$ cat config.mk
export PLATFORM = sky130hd
export DESIGN_NAME = aedf_core
export DESIGN_NICKNAME = d
export VERILOG_FILES = /design/src/pkg/aedf_pkg.sv /design/src/rtl/aedf_core.sv
export SDC_FILE = /design/constraint.sdc
export NUM_CORES = 1
export LEC_CHECK = 0
export BUFFER_PORTS_ARGS = -buffer_cell sky130_fd_sc_hd__buf_2
export CORE_MARGIN = 1
export CORE_UTILIZATION = 30
export DETAILED_ROUTE_END_ITERATION = 10
export REMOVE_ABC_BUFFERS = 1
export SLEW_MARGIN = 20
export SYNTH_ARGS = -nofsm -noshare
export SYNTH_HDL_FRONTEND = slang
export SYNTH_SLANG_ARGS = --single-unit
export TNS_END_PERCENT = 1
$ cat constraint.sdc
create_clock -name clk_in -period 4.9 [get_ports clk_in]
set_input_delay 0 -clock clk_in [delete_from_list [all_inputs] [get_ports clk_in]]
set_output_delay 0 -clock clk_in [all_outputs]
set_load 0.01 [all_outputs]
$ cat src/pkg/aedf_pkg.sv
// Shared constants and types for the ATA command interpreter block
package aedf_pkg;

   // ------------------------------------------------------------
   // Task file register addresses
   // ------------------------------------------------------------
   localparam logic [2:0] TF_DATA      = 3'h0;
   localparam logic [2:0] TF_FEAT_ERR  = 3'h1;
   localparam logic [2:0] TF_COUNT     = 3'h2;
   localparam logic [2:0] TF_ADDR_LOW  = 3'h3;
   localparam logic [2:0] TF_ADDR_MID  = 3'h4;
   localparam logic [2:0] TF_ADDR_HIGH = 3'h5;
   localparam logic [2:0] TF_DRV_HEAD  = 3'h6;
   localparam logic [2:0] TF_CMD_STAT  = 3'h7;

   // ------------------------------------------------------------
   // Opcodes
   // ------------------------------------------------------------
   localparam logic [7:0] OP_ERASE = 8'hc0;
   localparam logic [7:0] OP_DIAG  = 8'h90;
   localparam logic [7:0] OP_FLUSH = 8'he7;
   localparam logic [7:0] OP_IDENT = 8'hec;

   // ------------------------------------------------------------
   // Status and error fields
   // ------------------------------------------------------------
   localparam int         ST_BSY_BIT  = 7;
   localparam int         ST_RDY_BIT  = 6;
   localparam int         ST_DWF_BIT  = 5;
   localparam int         ST_DSC_BIT  = 4;
   localparam int         ST_DRQ_BIT  = 3;
   localparam int         ST_ERR_BIT  = 0;
   localparam int         DH_DRV_BIT  = 4;
   localparam logic [7:0] STAT_RESET  = 8'h50;
   localparam logic [7:0] ERR_NONE    = 8'h00;
   localparam logic [7:0] ERR_ABORT   = 8'h04;

   // Diagnostic result codes
   localparam logic [7:0] DIAG_OK        = 8'h01;
   localparam logic [7:0] DIAG_FORMATTER = 8'h02;
   localparam logic [7:0] DIAG_BUFFER    = 8'h03;
   localparam logic [7:0] DIAG_ECC       = 8'h04;
   localparam logic [7:0] DIAG_CPU       = 8'h05;

   // ------------------------------------------------------------
   // Identify block contents
   // ------------------------------------------------------------
   localparam logic [7:0]  ID_LAST_WORD = 8'hff;
   localparam logic [15:0] ID_CFG_FIXED = 16'h044a;
   localparam logic [15:0] ID_CFG_REMOV = 16'h848a;
   localparam logic [15:0] ID_BUF_TYPE  = 16'h0002;
   localparam logic [15:0] ID_BUF_SIZE  = 16'h0002;
   localparam logic [15:0] ID_MULT_MAX  = 16'h8001;
   localparam logic [15:0] ID_DWORD     = 16'h0000;
   localparam logic [15:0] ID_CAPAB     = 16'h0f00;

   // ------------------------------------------------------------
   // Carriers
   // ------------------------------------------------------------
   typedef struct packed {
      logic [2:0]  addr;
      logic        wr;
      logic        rd;
      logic [15:0] wdata;
   } aedf_tf_req_t;

   typedef struct packed {
      logic        erase;
      logic        flush;
      logic        diag;
      logic [27:0] lba;
      logic [8:0]  count;
   } aedf_media_req_t;

   typedef struct packed {
      logic       done;
      logic       fault;
      logic [7:0] diag_code;
   } aedf_media_rsp_t;

   typedef enum {
      S_IDLE, S_ERASE, S_DIAG, S_FLUSH, S_IDENT
   } aedf_state_t;

endpackage : aedf_pkg

$ cat src/rtl/aedf_core.sv
// Task-file command interpreter: erase, diagnostic, flush, identify
`timescale 1ns/1ps

// What this block does
// - Erase opcode pre-conditions sectors for later writes without erase
// - Erase has no data phase; a media failure reports write fault
// - Erase start address from head, high, mid, low bytes; count from count reg
// - Diagnostic runs regardless of drive bit; reports only its own media code
// - Diagnostic code enters error register only when command finishes
// - Diagnostic codes: 01 ok, 02 formatter, 03 buffer, 04 ECC, 05 CPU
// - Flush writes cached data first, then reports ready and seek done
// - Build without flush support aborts the flush opcode
// - Identify returns its block with the single-sector read handshake
// - Reserved identify bits and words read as zero
// - Word 0 is 044Ah fixed, optionally 848Ah removable
// - Words 7 and 8 hold total sectors, word 7 the high half
// - Words 10 to 19 hold serial number, 20 right-justified ASCII bytes
// - Word 20 is 0002h; word 21 buffer size, default 0002h
// - Words 23 to 26 firmware revision, big-endian bytes per word
// - Words 27 to 46 model number, 40 right-justified ASCII bytes
// - Word 47 reads 8001h
// - Word 48 reads 0000h, no double-word transfers
// - Word 49 reads 0F00h capabilities
// - Drive-only commands honour drive bit and ignore head bits
module aedf_core #(
   parameter logic [31:0]  CAPACITY  = 32'h0001_0000,
   parameter bit           DEV_BIT   = 1'b0,
   parameter bit           FLUSH_EN  = 1'b1,
   parameter bit           REMOVABLE = 1'b0,
   parameter logic [15:0]  BUF_SIZE  = aedf_pkg::ID_BUF_SIZE,
   parameter logic [159:0] SERIAL    = {{12{8'h20}}, "SN000001"},
   parameter logic [63:0]  FW_REV    = "REV1.000",
   parameter logic [319:0] MODEL     = {{32{8'h20}}, "SSD-CORE"}
) (
   input  wire logic                      clk_in,
   input  wire logic                      reset_in,
   input  wire aedf_pkg::aedf_tf_req_t    tf_req_in,
   output logic [15:0]                    tf_rdata_out,
   output aedf_pkg::aedf_media_req_t      media_req_out,
   input  wire aedf_pkg::aedf_media_rsp_t media_rsp_in
);
   import aedf_pkg::*;

   // ------------------------------------------------------------
   // State
   // ------------------------------------------------------------
   aedf_state_t state;
   logic [7:0]  feat;
   logic [7:0]  count;
   logic [7:0]  addr_low;
   logic [7:0]  addr_mid;
   logic [7:0]  addr_high;
   logic [7:0]  drv_head;
   logic [7:0]  status;
   logic [7:0]  error;
   logic [7:0]  word_idx;

   // ------------------------------------------------------------
   // Identify word lookup
   // ------------------------------------------------------------
   // Table fixed by parameters, so a data read is one mux deep
   wire [15:0] id_rom [0:255];

   for (genvar g = 0; g < 256; g++) begin : g_id_word
      if (g == 0) begin : g_config
         assign id_rom[g] = REMOVABLE ? ID_CFG_REMOV : ID_CFG_FIXED;
      end else if (g == 7) begin : g_cap_high
         assign id_rom[g] = CAPACITY[31:16];
      end else if (g == 8) begin : g_cap_low
         assign id_rom[g] = CAPACITY[15:0];
      end else if (g >= 10 && g <= 19) begin : g_serial
         assign id_rom[g] = SERIAL[159 - 16 * (g - 10) -: 16];
      end else if (g == 20) begin : g_buf_type
         assign id_rom[g] = ID_BUF_TYPE;
      end else if (g == 21) begin : g_buf_size
         assign id_rom[g] = BUF_SIZE;
      end else if (g >= 23 && g <= 26) begin : g_firmware
         assign id_rom[g] = FW_REV[63 - 16 * (g - 23) -: 16];
      end else if (g >= 27 && g <= 46) begin : g_model
         assign id_rom[g] = MODEL[319 - 16 * (g - 27) -: 16];
      end else if (g == 47) begin : g_mult_max
         assign id_rom[g] = ID_MULT_MAX;
      end else if (g == 48) begin : g_dword
         assign id_rom[g] = ID_DWORD;
      end else if (g == 49) begin : g_capab
         assign id_rom[g] = ID_CAPAB;
      end else begin : g_reserved
         assign id_rom[g] = 16'h0000;
      end
   end

   // ------------------------------------------------------------
   // Decode
   // ------------------------------------------------------------
   wire        busy      = (state != S_IDLE);
   wire        reg_wr    = tf_req_in.wr && !busy;
   wire [7:0]  wbyte     = tf_req_in.wdata[7:0];
   wire        cmd_wr    = reg_wr && (tf_req_in.addr == TF_CMD_STAT);
   wire        is_diag   = (wbyte == OP_DIAG);
   // Head bits play no part in selection
   wire        dev_match = (drv_head[DH_DRV_BIT] == DEV_BIT);
   wire        cmd_take  = cmd_wr && (dev_match || is_diag);
   wire [27:0] start_lba = {drv_head[3:0], addr_high, addr_mid,
                            addr_low};
   // A count of zero means 256 blocks
   wire [8:0]  erase_cnt = (count == 8'h00) ? 9'h100 : {1'b0, count};
   wire [32:0] erase_end = {5'h00, start_lba} + {24'h000000, erase_cnt};
   wire        erase_ok  = (erase_end <= {1'b0, CAPACITY});
   wire        data_rd   = tf_req_in.rd && (tf_req_in.addr == TF_DATA)
                           && (state == S_IDENT);
   wire        last_word = (word_idx == ID_LAST_WORD);
   wire [7:0]  idle_stat = STAT_RESET;
   wire [7:0]  abort_st  = STAT_RESET | (8'h01 << ST_ERR_BIT);
   wire [7:0]  fault_st  = abort_st | (8'h01 << ST_DWF_BIT);
   wire [7:0]  busy_st   = 8'h01 << ST_BSY_BIT;
   wire [7:0]  drq_st    = STAT_RESET | (8'h01 << ST_DRQ_BIT);
   wire [15:0] rd_word   = id_rom[word_idx];
   wire [15:0] rd_mux    =
      (tf_req_in.addr == TF_DATA)      ? (data_rd ? rd_word : 16'h0000) :
      (tf_req_in.addr == TF_FEAT_ERR)  ? {8'h00, error}     :
      (tf_req_in.addr == TF_COUNT)     ? {8'h00, count}     :
      (tf_req_in.addr == TF_ADDR_LOW)  ? {8'h00, addr_low}  :
      (tf_req_in.addr == TF_ADDR_MID)  ? {8'h00, addr_mid}  :
      (tf_req_in.addr == TF_ADDR_HIGH) ? {8'h00, addr_high} :
      (tf_req_in.addr == TF_DRV_HEAD)  ? {8'h00, drv_head}  :
                                         {8'h00, status};

   // ------------------------------------------------------------
   // Task file parameter registers
   // ------------------------------------------------------------
   // Writes during a busy command are dropped so parameters stay put
   always_ff @(posedge clk_in or posedge reset_in) begin
      if (reset_in) begin
         feat      <= 8'h00;
         count     <= 8'h00;
         addr_low  <= 8'h00;
         addr_mid  <= 8'h00;
         addr_high <= 8'h00;
         drv_head  <= 8'h00;
      end else if (reg_wr) begin
         unique case (tf_req_in.addr)
            TF_FEAT_ERR:  feat      <= wbyte;
            TF_COUNT:     count     <= wbyte;
            TF_ADDR_LOW:  addr_low  <= wbyte;
            TF_ADDR_MID:  addr_mid  <= wbyte;
            TF_ADDR_HIGH: addr_high <= wbyte;
            TF_DRV_HEAD:  drv_head  <= wbyte;
            TF_DATA, TF_CMD_STAT: ;
         endcase
      end
   end

   // ------------------------------------------------------------
   // Read data
   // ------------------------------------------------------------
   always_ff @(posedge clk_in or posedge reset_in) begin
      if (reset_in)
         tf_rdata_out <= 16'h0000;
      else if (tf_req_in.rd)
         tf_rdata_out <= rd_mux;
   end

   // ------------------------------------------------------------
   // Command sequencer
   // ------------------------------------------------------------
   aedf_state_t     next_state;
   logic [7:0]      next_status;
   logic [7:0]      next_error;
   logic [7:0]      next_word_idx;
   aedf_media_req_t next_media;

   always_comb begin
      next_state    = state;
      next_status   = status;
      next_error    = error;
      next_word_idx = word_idx;
      next_media    = media_req_out;
      unique case (state)
         S_IDLE: begin
            if (cmd_take) begin
               next_error = ERR_NONE;
               unique case (wbyte)
                  OP_ERASE: begin
                     // Erase only conditions blocks; no data moves
                     if (erase_ok) begin
                        next_state       = S_ERASE;
                        next_status      = busy_st;
                        next_media.erase = 1'b1;
                        next_media.lba   = start_lba;
                        next_media.count = erase_cnt;
                     end else begin
                        next_status = abort_st;
                        next_error  = ERR_ABORT;
                     end
                  end
                  OP_DIAG: begin
                     next_state      = S_DIAG;
                     next_status     = busy_st;
                     next_media.diag = 1'b1;
                  end
                  OP_FLUSH: begin
                     if (FLUSH_EN) begin
                        next_state       = S_FLUSH;
                        next_status      = busy_st;
                        next_media.flush = 1'b1;
                     end else begin
                        next_status = abort_st;
                        next_error  = ERR_ABORT;
                     end
                  end
                  OP_IDENT: begin
                     next_state    = S_IDENT;
                     next_status   = drq_st;
                     next_word_idx = 8'h00;
                  end
                  default: begin
                     next_status = abort_st;
                     next_error  = ERR_ABORT;
                  end
               endcase
            end
         end
         S_ERASE: begin
            if (media_rsp_in.done) begin
               next_state       = S_IDLE;
               next_media.erase = 1'b0;
               // Fault ends the command without any data phase
               next_status = media_rsp_in.fault ? fault_st
                                                : idle_stat;
               next_error  = media_rsp_in.fault ? ERR_ABORT : ERR_NONE;
            end
         end
         S_DIAG: begin
            if (media_rsp_in.done) begin
               next_state      = S_IDLE;
               next_media.diag = 1'b0;
               next_status     = idle_stat;
               // Code passed straight through from the test engine
               next_error = media_rsp_in.diag_code;
            end
         end
         S_FLUSH: begin
            // Ready only after the media confirms the cache is empty
            if (media_rsp_in.done) begin
               next_state       = S_IDLE;
               next_media.flush = 1'b0;
               next_status      = idle_stat;
            end
         end
         S_IDENT: begin
            if (data_rd) begin
               next_word_idx = word_idx + 8'h01;
               if (last_word) begin
                  next_state  = S_IDLE;
                  next_status = idle_stat;
               end
            end
         end
      endcase
   end

   always_ff @(posedge clk_in or posedge reset_in) begin
      if (reset_in) begin
         state         <= S_IDLE;
         status        <= STAT_RESET;
         error         <= DIAG_OK;
         word_idx      <= 8'h00;
         media_req_out <= '0;
      end else begin
         state         <= next_state;
         status        <= next_status;
         error         <= next_error;
         word_idx      <= next_word_idx;
         media_req_out <= next_media;
      end
   end

endmodule : aedf_core

**Word-level counts from Yosys, hierarchy flattened**

Memories as Yosys holds them, arrays and structs flattened.
Cells that the tools add are included.

- Flip-flop bits (word level): 152
- Latch bits: 0
- RAM bits: 0
- Memory bits (read-only): 4096
- Output and inout bits: 56
- Memories: 1

Memory list:

| name | depth | bits a word | read ports | clocked after Yosys merged registers in | write ports | RTL line | text |
|---|---|---|---|---|---|---|---|
| (name not given) | 256 | 16 | 1 | 0 | 0 | aedf_core.sv:117 | `wire [15:0] rd_word = id_rom[word_idx];` |

- $add $sub $neg: 2
- $mul: 0
- Divide/modulo/power cells: 0
- Order comparisons: 2
- Equality and inequality tests: 32
- Shift operators: 0
- Multiplexer cells: 49
- Bitwise operators: 2
- Reductions and logical operators: 33

Operators with widths:

| operator | count |
|---|---|
| two-way mux 32 bit | 5 |
| two-way mux 8 bit | 18 |
| case mux 32 bit (4 select lines) | 1 |
| case mux 32 bit (3 select lines) | 1 |
| two-way mux 37 bit | 2 |
| equality test 32 x 2 -> 1 bit, second input constant | 2 |
| two-way mux 16 bit | 4 |
| case mux 8 bit (3 select lines) | 2 |
| equality test 8 bit, second input constant | 5 |
| two-way mux 40 bit | 1 |
| equality test 32 x 1 -> 1 bit, second input constant | 1 |
| equality test 32 x 3 -> 1 bit, second input constant | 1 |
| equality test 32 x 4 -> 1 bit, second input constant | 1 |
| logical NOT 32 bit | 1 |
| case mux 8 bit (4 select lines) | 1 |
| nonzero test 32 bit | 1 |
| adder 28 x 9 -> 29 bit | 1 |
| <= comparator 29 x 17 -> 1 bit, second input constant | 1 |
| AND reduction 4 bit | 5 |
| inequality test 2 bit, second input constant | 8 |
| case mux 8 bit (2 select lines) | 1 |
| equality test 3 bit, second input constant | 4 |
| inequality test 2 x 1 -> 1 bit, second input constant | 5 |
| AND reduction 2 bit | 5 |
| other kinds (25) | 43 |

**Depth between registers and ports, before layout**

- Depth in word-level cells: 8
- Gate-level depth with buffers: 14
- Mapped depth without buffers: 12

**Worst setup path before layout**

Ideal clock, no wire load.

- Path type: reg-to-reg
- Start: register count[3]
- End: register media_req_out[15] (netlist name)
- Data arrival time: 3.625 ns
- Path slack: 1.149 ns
- Stages on the path, launching flop included: 14
- Cell sequence: dfrtp_1 or4_1 nor2_1 ha_1 buf_2 a21oi_2 o21ai_0 or4_1 a2111oi_2 a41o_2 nand4_4 nor2_8 buf_12 mux2_4

- Longest elaborated chain between the ends: 5

Ends and longest elaborated chain:

| what | RTL line | text |
|---|---|---|
| start, declared | aedf_core.sv:49 | `logic [7:0] count;` |
| start signal, assigned | aedf_core.sv:143 | `TF_COUNT: count <= wbyte;` |
| logical NOT 8 bit | aedf_core.sv:106 | `wire [8:0] erase_cnt = (count == 8'h00) ? 9'h100 : {1'b0, count};` |
| two-way mux 9 bit | aedf_core.sv:106 |  |
| net erase_cnt[8] | aedf_core.sv:106 |  |
| adder 28 x 9 -> 29 bit | aedf_core.sv:107 | `wire [32:0] erase_end = {5'h00, start_lba} + {24'h000000, erase_cnt};` |
| <= comparator 29 x 17 -> 1 bit | aedf_core.sv:108 | `wire erase_ok = (erase_end <= {1'b0, CAPACITY});` |
| AND reduction 4 bit (no line) | -- |  |
| end signal, assigned | aedf_core.sv:274 | `media_req_out <= next_media;` |
| end, declared | aedf_core.sv:39 | `output aedf_pkg::aedf_media_req_t media_req_out,` |

The timed path passes the listed nets, and every way through them passes these cells.
A chain may end at the register's enable or synchronous reset.

**Worst setup path in the final report**

- Start: register count[3]
- End: register media_req_out[25] (netlist name)

The elaborated chain is that of the path after synthesis.

==> results by group <==
Hold path
  • Min-Delay Path Class: input pin to flop
  • Worst hold path startpoint: tf_req_in[6]
  • Worst Hold Depth: 2

STA
  • Setup TNS: 0 ps
  • Worst-Margin Slew: approximately 990 ps
  • Relative slew slack: around 33%
  • Final Setup Violations: 0
  • Final Max Tran Viols: 0
  • Skew final: around 11 ps
  • Period utilization: a little under 90%
  • Achievable frequency: between 200 and 250 MHz
  • RSZ-0062 raised after global routing: false
  • Final Critical Period: between 4000 and 5000 ps
  • Final number of hold-violating endpoints: 0
  • Final worst setup slack: 629 ps

Route
  • WL per Instance: around 17 um
  • DRC Markers: 0
  • Antenna viol nets, final: 0
  • Vias per Instance: just over 5
  • Via count: about 5700
  • Detailed-router iteration count before antenna repair: 5
  • Iter 0 DRT Violations: between 400 and 500
  • Routed WL: 19.2 mm

Critical path
  • Worst r2r path cells: 12
  • Crit path required time: between 5000 and 6000 ps
  • Slowest cell on crit path: or4_1
  • Setup crit start: count[3]
  • Crit start category: flop
  • Largest stage delay, worst path: between 500 and 600 ps
  • Worst path cell trace: or4_1, nor2_1, ha_1, a21oi_2, o21ai_0, or4_1, a2111oi_2, a41o_2, nand4_4, nor2_8, buf_12, mux2_2
  • Worst r2r src: count[3]
  • CP bufs+invs: 1
  • Worst Path Class, Setup: flop to flop
  • Delay-heaviest family, CP: simple AND/OR/NAND/NOR gates
  • Cell mode on critical path: or4_1
  • Worst EP arrival: between 4000 and 5000 ps
  • WP depth: 12
  • CP max FO: 37
  • CP Capture Type: flop

Power and ir drop
  • Switch Pwr: 1.58 mW
  • Int Pwr: about 2.7 mW
  • Pwr/cell area: a little over 500 nW/um^2
  • Leak: approximately 4 nW
  • Seq pwr share: 35.1%
  • Max VDD drop: around 0.26 mV
  • Comb power frac: between 30% and 40%
  • Sw frac: 36.5%
  • Clock share of power: between 30 and 40%

Synth
  • Syn Area/Cell: ~10 um^2
  • Primary FF master, synth: dfrtp_1
  • Post-synthesis instance total: 700
  • YS warnings: 0
  • Count of cell types in the netlist: 69
  • Post-synth EDFFs: 0
  • Synthesized area: slightly above 7000 um^2
  • Sequential area share after synthesis: between 40% and 50%
  • Asr flop ratio synth: 100%
  • Yosys reg bits: between 100 and 150

Floorplan
  • Core area: around 23000 um^2
  • Initial Utilization: 30.9%
  • I/O pin cnt: 89
  • Die Span Y: between 150 and 200 um
  • Die Width: approximately 160 um
  • Die Area: approximately 24000 um^2
  • Row count: 55

Place
  • Worst slack, placed: roughly 620 ps
  • Area after DPL: between 7000 and 8000 um^2
  • I/O Buffers: 80
  • Gpl congestion: between 0.8 and 0.9
  • Post-Place Cells: 1052
  • Post-DP HPWL: 13.7 mm

CTS
  • CTS H-Tree Depth: 4
  • Reg clk slew, reported paths: about 60 ps
  • Max Buffers Root-to-Sink: 2
  • Post-cts gate resize count: 0
  • CTS sink count: 120
  • CTS tree: done
  • TritonCTS Buffers: 17
  • Post-CTS setup buffer count: 0
  • Clock root buffer: clkbuf_16
  • Hold_buf cts: 19
  • Worst skew pair latency: about 430 ps

Global routing
  • Gr usage total: 16.6%
  • Vias in the first global route: ~5400
  • Largest net degree at the start of global routing: 53
  • Initial antenna violation count: 0
  • First-pass GRT wire length: about 31 mm
  • GR Overflow Total: 0

Cells and area
  • Layout cells sized above 1: around a quarter
  • Most common cell after layout, fill and taps aside: dfrtp_1
  • Area growth, synth to finish: 20.8%
  • Commonest non-fill, non-tap cells in the layout: dfrtp_1 (118), buf_2 (80), nand2_1 (61), mux2_2 (54), nor2_1 (47)
  • Fin area: roughly 8500 um^2
  • Fin util: 37.3%
  • Cell Count, Final, Fillers Out: around 1100
  • Layout Nets: about 830

Run
  • Max-cap violation count: 0

Run status
  • Outcome: finished clean
==> layer usage <==
layer / vias to the layer above / global-route usage [%] / share of wire (%)
met2: 158 / 24.6 / 45
met5: - / 0 / 0
met3: 35 / 3.20 / 4.5
li1: 2739 / - / -
met1: 2789 / 23.3 / 48
met4: 0 / 7.38 / 2.5
==> cells in the mapped netlist (all sizes together), types with 5 or more instances <==
library cell / instances / area share [%]
nand3: 20 / 1.4
xor2: 5 / 0.62
o21a: 5 / 0.53
dfrtp: 118 / 42
o22ai: 11 / 0.98
nor2: 48 / 2.8
a221o: 5 / 0.71
nand2: 61 / 3.2
o211ai: 7 / 0.75
inv: 22 / 1.2
nand2b: 6 / 0.53
clkbuf: 29 / 1.6
mux4: 6 / 1.9
xnor2: 6 / 0.75
mux2i: 7 / 0.99
ha: 18 / 3.2
mux2: 73 / 13
a21o: 10 / 1.1
buf: 15 / 1.5
a211oi: 5 / 0.53
and2: 6 / 0.53
and3: 11 / 0.98
nand4: 12 / 1.3
a22oi: 6 / 0.64
o21ai: 40 / 2.8
a21oi: 47 / 3.4
nor2b: 22 / 2.0
nor3: 17 / 1.3
==> registers in the layout (all words and copies together), names as in the netlist <==
register and count:
tf_rdata_out 16, addr_high 8, state 3, addr_low 8, word_idx 8, status 5
addr_mid 8, media_req_out 40, count 8, drv_head 8, error 8
==> cell type report <==
class	count	area, um^2
diodes	1	2.50
clock buffers	19	443
clock inverters	13	215
fillers	2370	14300
inverters	22	85.1
multi-input cells	514	3750
flip-flops and latches	120	3010
well taps	313	392
repair buffers	102	626
==> cells by family (layout without fill, tap and decap cells) <==
| family | after synthesis | in the layout | synth area share, % |
|---|---|---|---|
| buffers and inverters | 66 | 156 | 4.24 |
| AOI/OAI and AO/OA | 179 | 179 | 16.9 |
| and+or+nand+nor | 219 | 219 | 15.9 |
| xor gates and xnor gates | 11 | 11 | 1.37 |
| DFF | 120 | 120 | 42.6 |
| adders and majority gates | 19 | 19 | 3.48 |
| muxes | 86 | 86 | 15.6 |
| other | 0 | 1 | 0 |
==> through the flow <==
stage	hold WS [ps]	power [mW]
6_report	33.1	4.33
3_5_place_dp	30.0	2.89
4_1_cts	5.12	4.34
5_1_grt	47.7	4.57
3_3_place_gp	25.3	2.88
2_1_floorplan	84.7	2.46
==> power by group through the flow <==
stage                     clock [mW]  sequential [mW]  combinational [mW]
after floorplan                    0             1.41                1.05
after global placement             0             1.53                1.36
after detailed placement           0             1.53                1.36
after CTS                       1.44             1.52                1.39
after global routing            1.48             1.56                1.54
final                           1.41             1.52                1.40
==> worst register-to-register path, stage by stage (launching register included) <==
cell and delay [ps]:
dfrtp_1 420, or4_1 540, nor2_1 200, ha_1 390, a21oi_2 270, o21ai_0 180
or4_1 520, a2111oi_2 340, a41o_2 290, nand4_4 200, nor2_8 160, buf_12 250
mux2_2 400
==> final timing paths <==
path,slack (ps),to
min in group asynchronous,130,drv_head[7]
setup reg to reg,630,media_req_out[25]
max in group asynchronous,3750,media_req_out[5]
setup / recovery,630,media_req_out[25]
hold / removal,30,addr_high[6]
hold reg to reg,490,status[6]
(Power assumes the default switching activity.)
